### src/core/port1_in_pkg.sv
// Constants for the port 1 media input control block
package port1_in_pkg;
    // Three-bit mode strap encodings
    localparam logic [2:0] MODE_MII_MAC = 3'h0;
    localparam logic [2:0] MODE_MII_PHY = 3'h1;
    localparam logic [2:0] MODE_HS_12 = 3'h2;
    localparam logic [2:0] MODE_HS_16 = 3'h3;
    localparam logic [2:0] MODE_RMII_A = 3'h4;
    localparam logic [2:0] MODE_RMII_B = 3'h5;
    localparam logic [2:0] MODE_RMII_C = 3'h6;
    localparam logic [2:0] MODE_INT_PHY = 3'h7;

    // Decoded port roles
    typedef enum logic [2:0] {
        ROLE_MII_MAC = 3'b000,
        ROLE_MII_PHY = 3'b001,
        ROLE_HS_PHY = 3'b010,
        ROLE_RMII_PHY = 3'b011,
        ROLE_INT_PHY = 3'b100
    } role_t;

    // Data widths
    localparam int DATA_W = 4;
    localparam int RMII_W = 2;

    // Timing: reference clock period in ns and a divider half-period count
    localparam int REF_CLK_NS = 40;
    localparam int MII_CLK_NS = 40;
    localparam int HALF_DIV = (MII_CLK_NS / REF_CLK_NS / 2 < 1) ? 1
                              : MII_CLK_NS / REF_CLK_NS / 2;
    localparam logic [7:0] HALF_DIV_CNT = 8'(HALF_DIV);
    localparam logic [7:0] CNT_ZERO = 8'h00;
    localparam logic [7:0] CNT_ONE = 8'h01;
endpackage

### src/core/port1_mii_input_control.sv
// Port 1 media input control: valid, error and reference clock handling
`timescale 1ns/10ps
`default_nettype none
module port1_mii_input_control #(
    parameter int DATA_W = port1_in_pkg::DATA_W
) (
    input wire logic ref_clk,
    input wire logic rst,
    input wire logic [2:0] port1_mode_strap,
    input wire logic isolate,
    input wire logic clk_strength,
    input wire logic port1_in_valid,
    input wire logic port1_in_error,
    input wire logic [DATA_W-1:0] port1_in_data_bus,
    input wire logic port1_in_ref_clock_i,
    output logic port1_in_ref_clock_o,
    output logic port1_in_ref_clock_oe_n,
    output logic clk_drive_16ma,
    output logic in_pulldown_en,
    output logic in_buffer_en,
    output logic [DATA_W-1:0] frame_data,
    output logic frame_nibble_mode,
    output logic frame_valid,
    output logic frame_rx_error,
    output logic frame_abort,
    output logic [2:0] port_role
);

    // ------------------------------------------------------------
    // Strap capture and mode decode
    // ------------------------------------------------------------
    logic [2:0] strap_s1_ff, strap_s2_ff, nxt_strap_s2;
    logic strap_done_ff, nxt_strap_done;
    logic strap_sync_ok_ff, strap_arm_ff;
    port1_in_pkg::role_t role_ff, nxt_role;

    // Decode the strap once, after both synchroniser stages hold it
    always_comb begin
        nxt_strap_s2 = strap_s1_ff;
        nxt_strap_done = strap_done_ff | strap_sync_ok_ff;
        nxt_role = role_ff;
        if (strap_sync_ok_ff && !strap_done_ff) begin
            unique case (strap_s2_ff)
                port1_in_pkg::MODE_MII_MAC: nxt_role = port1_in_pkg::ROLE_MII_MAC;
                port1_in_pkg::MODE_MII_PHY: nxt_role = port1_in_pkg::ROLE_MII_PHY;
                port1_in_pkg::MODE_HS_12,
                port1_in_pkg::MODE_HS_16: nxt_role = port1_in_pkg::ROLE_HS_PHY;
                port1_in_pkg::MODE_RMII_A,
                port1_in_pkg::MODE_RMII_B,
                port1_in_pkg::MODE_RMII_C: nxt_role = port1_in_pkg::ROLE_RMII_PHY;
                port1_in_pkg::MODE_INT_PHY: nxt_role = port1_in_pkg::ROLE_INT_PHY;
            endcase
        end
    end

    // Strap synchroniser and latched role
    always_ff @(posedge ref_clk) begin
        if (rst) begin
            strap_s1_ff <= port1_in_pkg::MODE_INT_PHY;
            strap_s2_ff <= port1_in_pkg::MODE_INT_PHY;
            strap_done_ff <= 1'b0;
            role_ff <= port1_in_pkg::ROLE_INT_PHY;
        end else begin
            strap_s1_ff <= port1_mode_strap;
            strap_s2_ff <= nxt_strap_s2;
            strap_done_ff <= nxt_strap_done;
            role_ff <= nxt_role;
        end
    end

    // Wait two cycles so the strap has passed both synchroniser stages
    always_ff @(posedge ref_clk) begin
        if (rst) begin
            strap_arm_ff <= 1'b0;
            strap_sync_ok_ff <= 1'b0;
        end else begin
            strap_arm_ff <= 1'b1;
            strap_sync_ok_ff <= strap_arm_ff;
        end
    end

    logic is_mac, is_mii_phy, is_rmii, is_int, phy_side;
    assign is_mac = (role_ff == port1_in_pkg::ROLE_MII_MAC);
    assign is_mii_phy = (role_ff == port1_in_pkg::ROLE_MII_PHY)
                        || (role_ff == port1_in_pkg::ROLE_HS_PHY);
    assign is_rmii = (role_ff == port1_in_pkg::ROLE_RMII_PHY);
    assign is_int = (role_ff == port1_in_pkg::ROLE_INT_PHY);
    assign phy_side = is_mii_phy | is_rmii;
    assign port_role = role_ff;

    // ------------------------------------------------------------
    // Pad control
    // ------------------------------------------------------------
    // Isolate turns off pull-down and buffer on the PHY side
    assign in_pulldown_en = !(phy_side && isolate);
    assign in_buffer_en = !is_int && !(phy_side && isolate);
    assign clk_drive_16ma = (role_ff == port1_in_pkg::ROLE_HS_PHY) && clk_strength;

    // ------------------------------------------------------------
    // Pin synchronisers
    // ------------------------------------------------------------
    logic [DATA_W+2:0] pin_s1_ff, pin_s2_ff;
    logic clk_prev_ff;

    // Two-stage sync of data, valid, error and external clock
    always_ff @(posedge ref_clk) begin
        if (rst) begin
            pin_s1_ff <= '0;
            pin_s2_ff <= '0;
            clk_prev_ff <= 1'b0;
        end else begin
            pin_s1_ff <= {port1_in_ref_clock_i, port1_in_error, port1_in_valid,
                          port1_in_data_bus};
            pin_s2_ff <= pin_s1_ff;
            clk_prev_ff <= pin_s2_ff[DATA_W+2];
        end
    end

    // ------------------------------------------------------------
    // Reference clock generator for PHY modes
    // ------------------------------------------------------------
    logic [7:0] div_cnt_ff, nxt_div_cnt;
    logic gen_clk_ff, nxt_gen_clk, gen_rise;

    // Divider toggles the driven clock, rise is one-cycle enable
    always_comb begin
        nxt_div_cnt = div_cnt_ff + port1_in_pkg::CNT_ONE;
        nxt_gen_clk = gen_clk_ff;
        if (div_cnt_ff >= port1_in_pkg::HALF_DIV_CNT - port1_in_pkg::CNT_ONE) begin
            nxt_div_cnt = port1_in_pkg::CNT_ZERO;
            nxt_gen_clk = !gen_clk_ff;
        end
    end

    always_ff @(posedge ref_clk) begin
        if (rst) begin
            div_cnt_ff <= port1_in_pkg::CNT_ZERO;
            gen_clk_ff <= 1'b0;
        end else begin
            div_cnt_ff <= nxt_div_cnt;
            gen_clk_ff <= nxt_gen_clk;
        end
    end

    assign gen_rise = nxt_gen_clk && !gen_clk_ff;
    assign port1_in_ref_clock_o = gen_clk_ff;
    assign port1_in_ref_clock_oe_n = !(is_mii_phy && !isolate);

    // ------------------------------------------------------------
    // Input sampling
    // ------------------------------------------------------------
    logic sample_en;
    logic s_valid, s_error;
    logic [DATA_W-1:0] s_data;
    assign s_data = pin_s2_ff[DATA_W-1:0];
    assign s_valid = pin_s2_ff[DATA_W];
    assign s_error = pin_s2_ff[DATA_W+1];

    // Pick the active clock edge per mode; RMII ignores the clock pin
    always_comb begin
        sample_en = 1'b0;
        if (is_mac) begin
            sample_en = pin_s2_ff[DATA_W+2] && !clk_prev_ff;
        end else if (is_mii_phy) begin
            sample_en = gen_rise;
        end else if (is_rmii) begin
            sample_en = gen_rise;
        end
    end

    logic [DATA_W-1:0] fdata_ff, nxt_fdata;
    logic fvalid_ff, nxt_fvalid, ferr_ff, nxt_ferr, fabort_ff, nxt_fabort, nib_ff, nxt_nib;

    // Capture qualified data, error meaning depends on mode
    always_comb begin
        nxt_fdata = fdata_ff;
        nxt_fvalid = 1'b0;
        nxt_ferr = 1'b0;
        nxt_fabort = 1'b0;
        nxt_nib = nib_ff;
        if (sample_en && in_buffer_en && s_valid) begin
            nxt_fvalid = 1'b1;
            if (is_rmii) begin
                nxt_fdata = {{(DATA_W-port1_in_pkg::RMII_W){1'b0}},
                             s_data[port1_in_pkg::RMII_W-1:0]};
                nxt_nib = 1'b0;
            end else begin
                nxt_fdata = s_data;
                nxt_nib = 1'b1;
                nxt_ferr = is_mac && s_error;
                nxt_fabort = is_mii_phy && s_error;
            end
        end
    end

    always_ff @(posedge ref_clk) begin
        if (rst) begin
            fdata_ff <= '0;
            fvalid_ff <= 1'b0;
            ferr_ff <= 1'b0;
            fabort_ff <= 1'b0;
            nib_ff <= 1'b0;
        end else begin
            fdata_ff <= nxt_fdata;
            fvalid_ff <= nxt_fvalid;
            ferr_ff <= nxt_ferr;
            fabort_ff <= nxt_fabort;
            nib_ff <= nxt_nib;
        end
    end

    assign frame_data = fdata_ff;
    assign frame_valid = fvalid_ff;
    assign frame_rx_error = ferr_ff;
    assign frame_abort = fabort_ff;
    assign frame_nibble_mode = nib_ff;

endmodule
`default_nettype wire

### config.mk
export PLATFORM = sky130hd
export DESIGN_NAME = port1_mii_input_control
export DESIGN_NICKNAME = d
export VERILOG_FILES = /design/src/core/port1_in_pkg.sv /design/src/core/port1_mii_input_control.sv
export SDC_FILE = /design/constraint.sdc
export NUM_CORES = 1
export LEC_CHECK = 0
export ABC_AREA = 1
export ABC_CLOCK_PERIOD_IN_PS = 2700
export BUFFER_PORTS_ARGS = -buffer_cell sky130_fd_sc_hd__buf_2
export CORE_MARGIN = 2
export CORE_UTILIZATION = 54
export CTS_BUF_LIST = sky130_fd_sc_hd__clkbuf_4 sky130_fd_sc_hd__clkbuf_8 sky130_fd_sc_hd__clkbuf_16
export DETAILED_ROUTE_END_ITERATION = 10
export PLACE_DENSITY = 0.88
export SLEW_MARGIN = 20
export SYNTH_ARGS = -nofsm -noshare
export SYNTH_HDL_FRONTEND = slang
export SYNTH_SLANG_ARGS = --single-unit
### constraint.sdc
create_clock -name ref_clk -period 2.7 [get_ports ref_clk]
set_clock_uncertainty 0.1 [all_clocks]
set_input_delay 0.54 -clock ref_clk [delete_from_list [all_inputs] [get_ports ref_clk]]
set_output_delay 0.54 -clock ref_clk [all_outputs]
set_load 0.1 [all_outputs]
==> flow_metrics.tcl, run 1 <==
set metrics [dict create \
    area_growth_pct 19.0 \
    netlist.top_cell.by_area "dfxtp_1" \
    core_area_mm2 0.00217 \
    ctsHoldBuffers 0 \
    combPwrFrac 0.131 \
    maxSlewHeadroom 0.677 \
    grt_usage 0.179 \
    p_seq_frac 0.595 \
    routed_wl_um 1920 \
    synth_top_area_share 0.591 \
    finalHoldViolations 0 \
    timing.final.ws_setup_ns 0.335 \
    port_buffers 29 \
    clkSlewWorstSetupHoldPaths_ns 0.09 \
    start_util 0.562 \
    cp.arrival_ns 1.72 \
    nFillCells 187 \
    max_freq_mhz 423 \
    cellLeakagePower_nw 0.734 \
    place_ws_ns 0.693 \
    die_h_um 51.5 \
    period_share 0.876 \
    via_count 911 \
    cts_max_level 2 \
    post_drt_wl_per_cell_um 9.51 \
    crit_type "flop to output port" \
    hp-class "input pin to flop" \
    worstMarginPinSlew_ns 0.487 \
    vdd_drop_max_mv 0.432 \
    num_rows 17 \
    switchingPower_mw 0.261 \
    drv_slew 0 \
    grt_max_degree 28 \
    crit_required_ns 2.06 \
    routed_via_density 4.51 \
    grt_pass1_vias 820 \
    drc 0 \
    gp_congestion 0.710 \
    syn_inst 142 \
    grt_pass1_wl_um 3360 \
    detail-route-antenna-nets 0 \
    hpwl_um 1400 \
    syn_nets 156 \
    ys_types 19 \
    cts_setup_buffers 0 \
    clk_latency_ns 0.32 \
    synth-warning-count 0 \
    finalSetupTns_ns 0 \
    dr.pass1.iters 4 \
    ys_top_cells_by_area "dfxtp_1, nor2_1, inv_1, or2_2, nand3_1" \
    min_period_ns 2.36 \
    fin_nets 188 \
    die_area_mm2 0.00265 \
    cts_max_path_buffers 2 \
    die_x_um 51.5 \
    path_max_fanout 7 \
    antennaDiodeCount 0 \
    synth_seq_cells 36 \
    clockPowerShare 0.274 \
    cp-end-kind "output port" \
    cts_made_buffers 5 \
    syn_area_mm2 0.00122 \
    syn_avg_cell_area_um2 8.58 \
    cts_tree "yes" \
    cts_resized 0 \
    p_sw_frac 0.275 \
    layout-drive-gt1-share 0.328 \
    max_cap_violations 0 \
    drt-initial-drc-count 12 \
    setup_viol 0 \
    startpoint_type "flop" \
    clock-sinks 36 \
    pin_count 30 \
    antenna_found_initial 0 \
    root_buffer "clkbuf_4" \
    yosysSeqAreaShare 0.591 \
    rsz0062_at_grt "no" \
    p_per_area_mw_per_mm2 654 \
    status "finished clean" \
    power.internal_mw 0.688 \
    globalRouteOverflowTotal 0 \
]
[power by group through the flow]
stage / Clock (mW) / Sequential [mW] / Combinational (mW)
finish: 0.260 / 0.565 / 0.124
detailed placement: 0 / 0.577 / 0.125
CTS: 0.272 / 0.565 / 0.126
global route: 0.293 / 0.568 / 0.136
floorplan: 0 / 0.607 / 0.0696
global placement: 0 / 0.576 / 0.122
[cell type report]
| cell class | instances | area [um^2] | area share |
|---|---|---|---|
| multi-input cells | 74 | 387 | 0.267 |
| flip-flops and latches | 36 | 724 | 0.500 |
| repair buffers | 29 | 145 | 0.100 |
| clock buffers | 6 | 45.0 | 0.0311 |
| clock inverters | 1 | 5.00 | 0.00345 |
| well taps | 28 | 35.0 | 0.0242 |
| inverters | 28 | 109 | 0.0751 |
[Yosys cell counts (all sizes together)]
master,number
a21oi,3
buf,1
clkbuf,3
dfxtp,36
inv,28
nand2,11
nand3,10
nand4,3
nor2,32
o21ai,8
or2,7
[critical path, stage by stage (launching register included)]
cell,delay (ns)
dfxtp_2,0.35
inv_1,0.20
nand3_1,0.17
nand2_1,0.09
inv_1,0.04
or2_2,0.26
buf_2,0.29
[metrics by stage]
stage	total power, mW	hold slack (ns)	utilization	area (um^2)	cells
finish	0.949	0.291	0.668	1450	202
global route	0.997	0.272	0.668	1450	202
CTS	0.963	0.269	0.668	1450	202
detailed placement	0.702	0.292	0.645	1400	195
global placement	0.697	0.290	0.645	1400	195
floorplan	0.677	0.288	-	1240	142
[sequential cells by signal, summed over array words and instances (netlist names)]
signal,count
strap_arm_ff,1
nxt_strap_s2,3
strap_done_ff,1
strap_sync_ok_ff,1
strap_s2_ff,3
frame_data,4
pin_s2_ff,7
frame_rx_error,1
frame_abort,1
clk_prev_ff,1
frame_valid,1
port_role,3
port1_in_ref_clock_o,1
frame_nibble_mode,1
pin_s1_ff,7
[path summary, 6_finish.rpt]
| check | start | endpoint | slack (ns) | depth (start not counted) |
|---|---|---|---|---|
| worst min register to register | pin_s1_ff[3] | pin_s2_ff[3] | 0.30 | 2 |
| worst min-delay path | port1_mode_strap[2] | nxt_strap_s2[2] | 0.29 | 2 |
| worst max-delay path | port_role[2] | port1_in_ref_clock_oe_n | 0.34 | 6 |
| worst max register to register | port_role[0] | frame_data[0] | 1.37 | 8 |
[logic make-up (layout without fill, tap and decap cells)]
| family | Yosys count | count (layout) | synth area share |
|---|---|---|---|
| compound gates | 11 | 11 | 0.0452 |
| buf+inv | 32 | 64 | 0.0996 |
| flops | 36 | 36 | 0.591 |
| simple gates | 63 | 63 | 0.264 |
[placed cells by master, fill, tap and decap left out]
master and instances:
clkinvlp_4 1, or2_2 7, o21ai_1 2, dfxtp_1 33, clkbuf_4 6, nor2_4 1, clkinv_2 1, nand2_2 1
nand3_1 8, nand3_2 1, nand4_1 2, nand4_2 1, inv_2 1, o21ai_0 6, nor2_8 1, a21oi_1 3
dfxtp_2 3, inv_1 26, nor2_2 3, buf_2 29, nand2_1 10, nor2_1 27, nand3_4 1
[routing by layer]
layer,global-route usage,wire length (um),vias up
li1,-,-,485
met1,0.178,827,398
met2,0.312,951,25
met3,0.0776,110,3
met4,0.0921,34,0
met5,0,0,-
No activity file was read; power rests on OpenSTA's default activity.
==> run 2, diff against run 1 <==
--- a/config.mk
+++ b/config.mk
@@ -7,12 +7,11 @@
 export LEC_CHECK = 0
 export ABC_AREA = 1
 export ABC_CLOCK_PERIOD_IN_PS = 2700
-export BUFFER_PORTS_ARGS = -buffer_cell sky130_fd_sc_hd__buf_2
-export CORE_MARGIN = 2
-export CORE_UTILIZATION = 54
+export BUFFER_PORTS_ARGS = -buffer_cell sky130_fd_sc_hd__clkbuf_2
+export CORE_UTILIZATION = 40
 export CTS_BUF_LIST = sky130_fd_sc_hd__clkbuf_4 sky130_fd_sc_hd__clkbuf_8 sky130_fd_sc_hd__clkbuf_16
 export DETAILED_ROUTE_END_ITERATION = 10
-export PLACE_DENSITY = 0.88
+export PLACE_DENSITY = 0.7
 export SLEW_MARGIN = 20
 export SYNTH_ARGS = -nofsm -noshare
 export SYNTH_HDL_FRONTEND = slang
==> flow_metrics.tcl, run 2 (synthesized netlist as in run 1, its figures left out) <==
set metrics [dict create \
    antennaDiodeCount 0 \
    regToRegSetupSlack_ns 1.32 \
    max_freq_mhz 412 \
    p_per_area_mw_per_mm2 680 \
    detail-route-antenna-nets 0 \
    clock-sinks 36 \
    cts_setup_buffers 0 \
    grt_pass1_vias 855 \
    layout-drive-gt1-share 0.331 \
    cts_max_path_buffers 2 \
    cp-end-kind "output port" \
    worstHoldStart "port1_in_ref_clock_i" \
    port_buffers 29 \
    crit_required_ns 2.06 \
    period_share 0.898 \
    drt-initial-drc-count 43 \
    final_util 0.520 \
    hpwl_um 1400 \
    critical_path.top_delay_family "buffers and inverters" \
    cts_max_level 2 \
    rr_worst_depth 8 \
    hold_end "pin_s1_ff[6]" \
    startpoint "port_role[2]" \
    rr_endpoint "frame_data[0]" \
    final_common_cell "dfxtp_1" \
    maxSlewHeadroom 0.635 \
    crit_slowest_cell "clkbuf_2" \
    die_area_mm2 0.00327 \
    cts_resized 0 \
    start_util 0.431 \
    crit_type "flop to output port" \
    most-common-layout-cells "dfxtp_1, clkbuf_2, nor2_1, inv_1, nand2_1" \
    grt_max_degree 28 \
    status "finished with violations" \
    dr.pass1.iters 7 \
    drc 2 \
    post_drt_wl_per_cell_um 9.39 \
    grt_pass1_wl_um 3500 \
    min_period_ns 2.43 \
    violations "DRC" \
    cp_common_cell "inv_1" \
    globalRouteOverflowTotal 0 \
    r2r-start "port_role[0]" \
    area_growth_pct 20.6 \
    pin_count 30 \
    finalSetupTns_ns 0 \
    hp-class "input pin to flop" \
    routed_wl_um 1940 \
    root_buffer "clkbuf_4" \
    grt_usage 0.143 \
    fin_nets 188 \
    setup_viol 0 \
    cts_made_buffers 5 \
    die_x_um 57.2 \
    path_buf_inv 3 \
    hold_depth 3 \
    ctsHoldBuffers 0 \
    clkSlewWorstSetupHoldPaths_ns 0.10 \
    path_cells "inv_1, nand3_1, nand2_1, inv_1, or2_2, clkbuf_2" \
    via_count 896 \
    cts_tree "yes" \
    routed_via_density 4.35 \
    rsz0062_at_grt "no" \
    core_area_mm2 0.00283 \
    antenna_found_initial 0 \
    cp.arrival_ns 1.79 \
    die_h_um 57.2 \
    gp_congestion 0.828 \
    path_max_fanout 7 \
    drv_slew 0 \
    num_rows 19 \
    cellLeakagePower_nw 0.739 \
    worstMarginPinSlew_ns 0.550 \
    finalHoldViolations 0 \
    max_cap_violations 0 \
    crit_path_max_incr_delay_ns 0.37 \
    startpoint_type "flop" \
    clk_latency_ns 0.33 \
    vdd_drop_max_mv 0.294 \
]
run 2: cell count changes in the layout (fill, tap and decap cells not counted):
cell | previous run | this run
buf_2 | 29 | 0
clkbuf_2 | 0 | 29
clkbuf_4 | 6 | 7
clkbuf_8 | 0 | 1
clkinv_2 | 1 | 0
run 2: where the power goes:
| group | total, mW | switching [mW] | internal (mW) |
|---|---|---|---|
| clock | 0.311 | 0.162 | 0.149 |
| combinational | 0.124 | 0.0946 | 0.0291 |
| sequential | 0.565 | 0.0121 | 0.553 |
| total | 1.00 | 0.269 | 0.731 |
run 2: worst max-delay path by stage:
stage,cells past startpoint,endpoint
5_1_grt,6,port1_in_ref_clock_oe_n
4_1_cts,6,port1_in_ref_clock_oe_n
3_3_place_gp,6,port1_in_ref_clock_oe_n
6_report,6,port1_in_ref_clock_oe_n
3_5_place_dp,6,port1_in_ref_clock_oe_n
2_1_floorplan,5,in_buffer_en
run 2: layout make-up:
type / count / area, um^2
repair buffers: 29 / 145
multi-input cells: 74 / 387
fillers: 280 / 1360
inverters: 28 / 109
well taps: 31 / 38.8
clock buffers: 8 / 66.3
flip-flops and latches: 36 / 724
run 2: worst register-to-register path, cell delays in order, from the launching register on:
cell	delay [ns]
dfxtp_2	0.37
nor2_4	0.15
nor2_2	0.05
nor2_2	0.10
nand2_2	0.10
nor2_8	0.17
inv_2	0.08
nor2_1	0.10
nor2_1	0.06
run 2: routing by layer:
metal,vias to the layer above,part of all wire,track usage
met1,377,0.45,0.156
met2,24,0.48,0.235
met5,-,0,0
li1,490,-,-
met4,0,0.019,0.0732
met3,5,0.057,0.0635
run 2: through the flow:
stage                     hold slack, ns  instance area, um^2  power (mW)  cells  worst slack [ns]
after floorplan                    0.288                 1240       0.677    142             0.186
after global placement             0.289                 1400       0.698    198             0.692
after detailed placement           0.293                 1400       0.702    198             0.645
after CTS                          0.274                 1470        1.01    206             0.256
after global routing               0.275                 1470        1.05    206             0.147
final                              0.290                 1470        1.00    206             0.275
==> run 3, diff against run 2 <==
--- a/config.mk
+++ b/config.mk
@@ -12,6 +12,8 @@
 export CTS_BUF_LIST = sky130_fd_sc_hd__clkbuf_4 sky130_fd_sc_hd__clkbuf_8 sky130_fd_sc_hd__clkbuf_16
 export DETAILED_ROUTE_END_ITERATION = 10
 export PLACE_DENSITY = 0.7
+export RECOVER_POWER = 100
+export SKIP_LAST_GASP = 1
 export SLEW_MARGIN = 20
 export SYNTH_ARGS = -nofsm -noshare
 export SYNTH_HDL_FRONTEND = slang
==> flow_metrics.tcl, run 3 (synthesized netlist as in run 1, its figures left out) <==
set metrics [dict create \
    status "finished with violations" \
    violations "DRC" \
    power.internal_mw 0.729 \
    detail-route-antenna-nets 0 \
    antenna_found_initial 0 \
    final_common_cell "dfxtp_1" \
    setup_viol 0 \
    routed_via_density 4.38 \
    p_sw_frac 0.269 \
    antennaDiodeCount 0 \
    min_period_ns 2.40 \
    die_x_um 57.2 \
    stdcell_count 206 \
    drc 2 \
    clkSlewWorstSetupHoldPaths_ns 0.10 \
    drt-initial-drc-count 28 \
    area_growth_pct 17.7 \
    root_buffer "clkbuf_4" \
    finalHoldViolations 0 \
    routed_wl_um 1990 \
    die_area_mm2 0.00327 \
    cts_max_path_buffers 2 \
    cp-end-kind "output port" \
    design_area_mm2 0.00143 \
    startpoint_type "flop" \
    max_cap_violations 0 \
    combPwrFrac 0.121 \
    cts_tree "yes" \
    cts_max_level 2 \
    die_h_um 57.2 \
    hpwl_um 1400 \
    place_ws_ns 0.645 \
    final_util 0.507 \
    ctsHoldBuffers 0 \
    cts_resized 0 \
    p_per_area_mw_per_mm2 695 \
    p_seq_frac 0.567 \
    grt_pass1_vias 855 \
    cp.arrival_ns 1.76 \
    fin_nets 188 \
    port_buffers 29 \
    vdd_drop_max_mv 0.294 \
    dr.pass1.iters 7 \
    core_area_mm2 0.00283 \
    pin_count 30 \
    start_util 0.431 \
    finalSetupTns_ns 0 \
    max_freq_mhz 417 \
    hp-class "input pin to flop" \
    placed_cells 198 \
    postPlaceCellArea_mm2 0.00140 \
    gp_congestion 0.828 \
    cellLeakagePower_nw 0.695 \
    clockPowerShare 0.313 \
    clock-sinks 36 \
    cts_made_buffers 5 \
    rsz0062_at_grt "no" \
    most-common-layout-cells "dfxtp_1, nor2_1, inv_1, clkbuf_2, clkbuf_1" \
    drv_slew 0 \
    period_share 0.888 \
    hold_slack_ns 0.286 \
    globalRouteOverflowTotal 0 \
    grt_usage 0.143 \
    grt_max_degree 28 \
    num_rows 19 \
    worstMarginPinSlew_ns 1.17 \
    maxSlewHeadroom 0.225 \
    layout-drive-gt1-share 0.240 \
    crit_type "flop to output port" \
    timing.final.ws_setup_ns 0.303 \
    via_count 902 \
    clk_latency_ns 0.33 \
    grt_pass1_wl_um 3500 \
    path_max_fanout 7 \
    post_drt_wl_per_cell_um 9.65 \
    switchingPower_mw 0.268 \
    fin_total_pwr_mw 0.997 \
    crit_required_ns 2.06 \
    cts_setup_buffers 0 \
]
## run 3: cell counts in the layout (fill, tap and decap cells not counted)
No cell type changed its count.
## run 3: area by class of cell
| cell class | count | area, um^2 |
|---|---|---|
| Clock buffer | 8 | 66.3 |
| Fill cell | 293 | 1400 |
| Inverter | 28 | 109 |
| Multi-Input combinational cell | 74 | 368 |
| Sequential cell | 36 | 723 |
| Tap cell | 31 | 38.8 |
| Timing Repair Buffer | 29 | 129 |
## run 3: power groups by stage
stage          clock network (mW)  logic, mW  registers, mW
2_1_floorplan                   0     0.0696          0.607
3_3_place_gp                    0      0.123          0.576
3_5_place_dp                    0      0.125          0.578
4_1_cts                     0.321      0.125          0.565
5_1_grt                     0.343      0.131          0.568
6_report                    0.312      0.120          0.565
## run 3: final timing paths
path,from,end,slack [ns],cells past startpoint
max,port_role[2],port1_in_ref_clock_oe_n,0.30,6
min,port1_in_ref_clock_i,pin_s1_ff[6],0.29,3
max reg2reg,port_role[2],frame_data[0],1.25,7
min reg2reg,pin_s1_ff[4],pin_s2_ff[4],0.30,2
## run 3: worst max-delay path, cell delays in order (launching register included)
cell	delay, ns
dfxtp_1	0.36
inv_1	0.18
nand3_1	0.14
nand2_1	0.08
inv_1	0.04
or2_2	0.26
clkbuf_2	0.37
## run 3: per-layer routing
metal  track usage  vias up  part of all wire
met1         0.156      380              0.46
met3        0.0635        6             0.063
met2         0.235       26              0.46
met5             0        -                 0
met4        0.0732        0             0.022
li1              -      490                 -
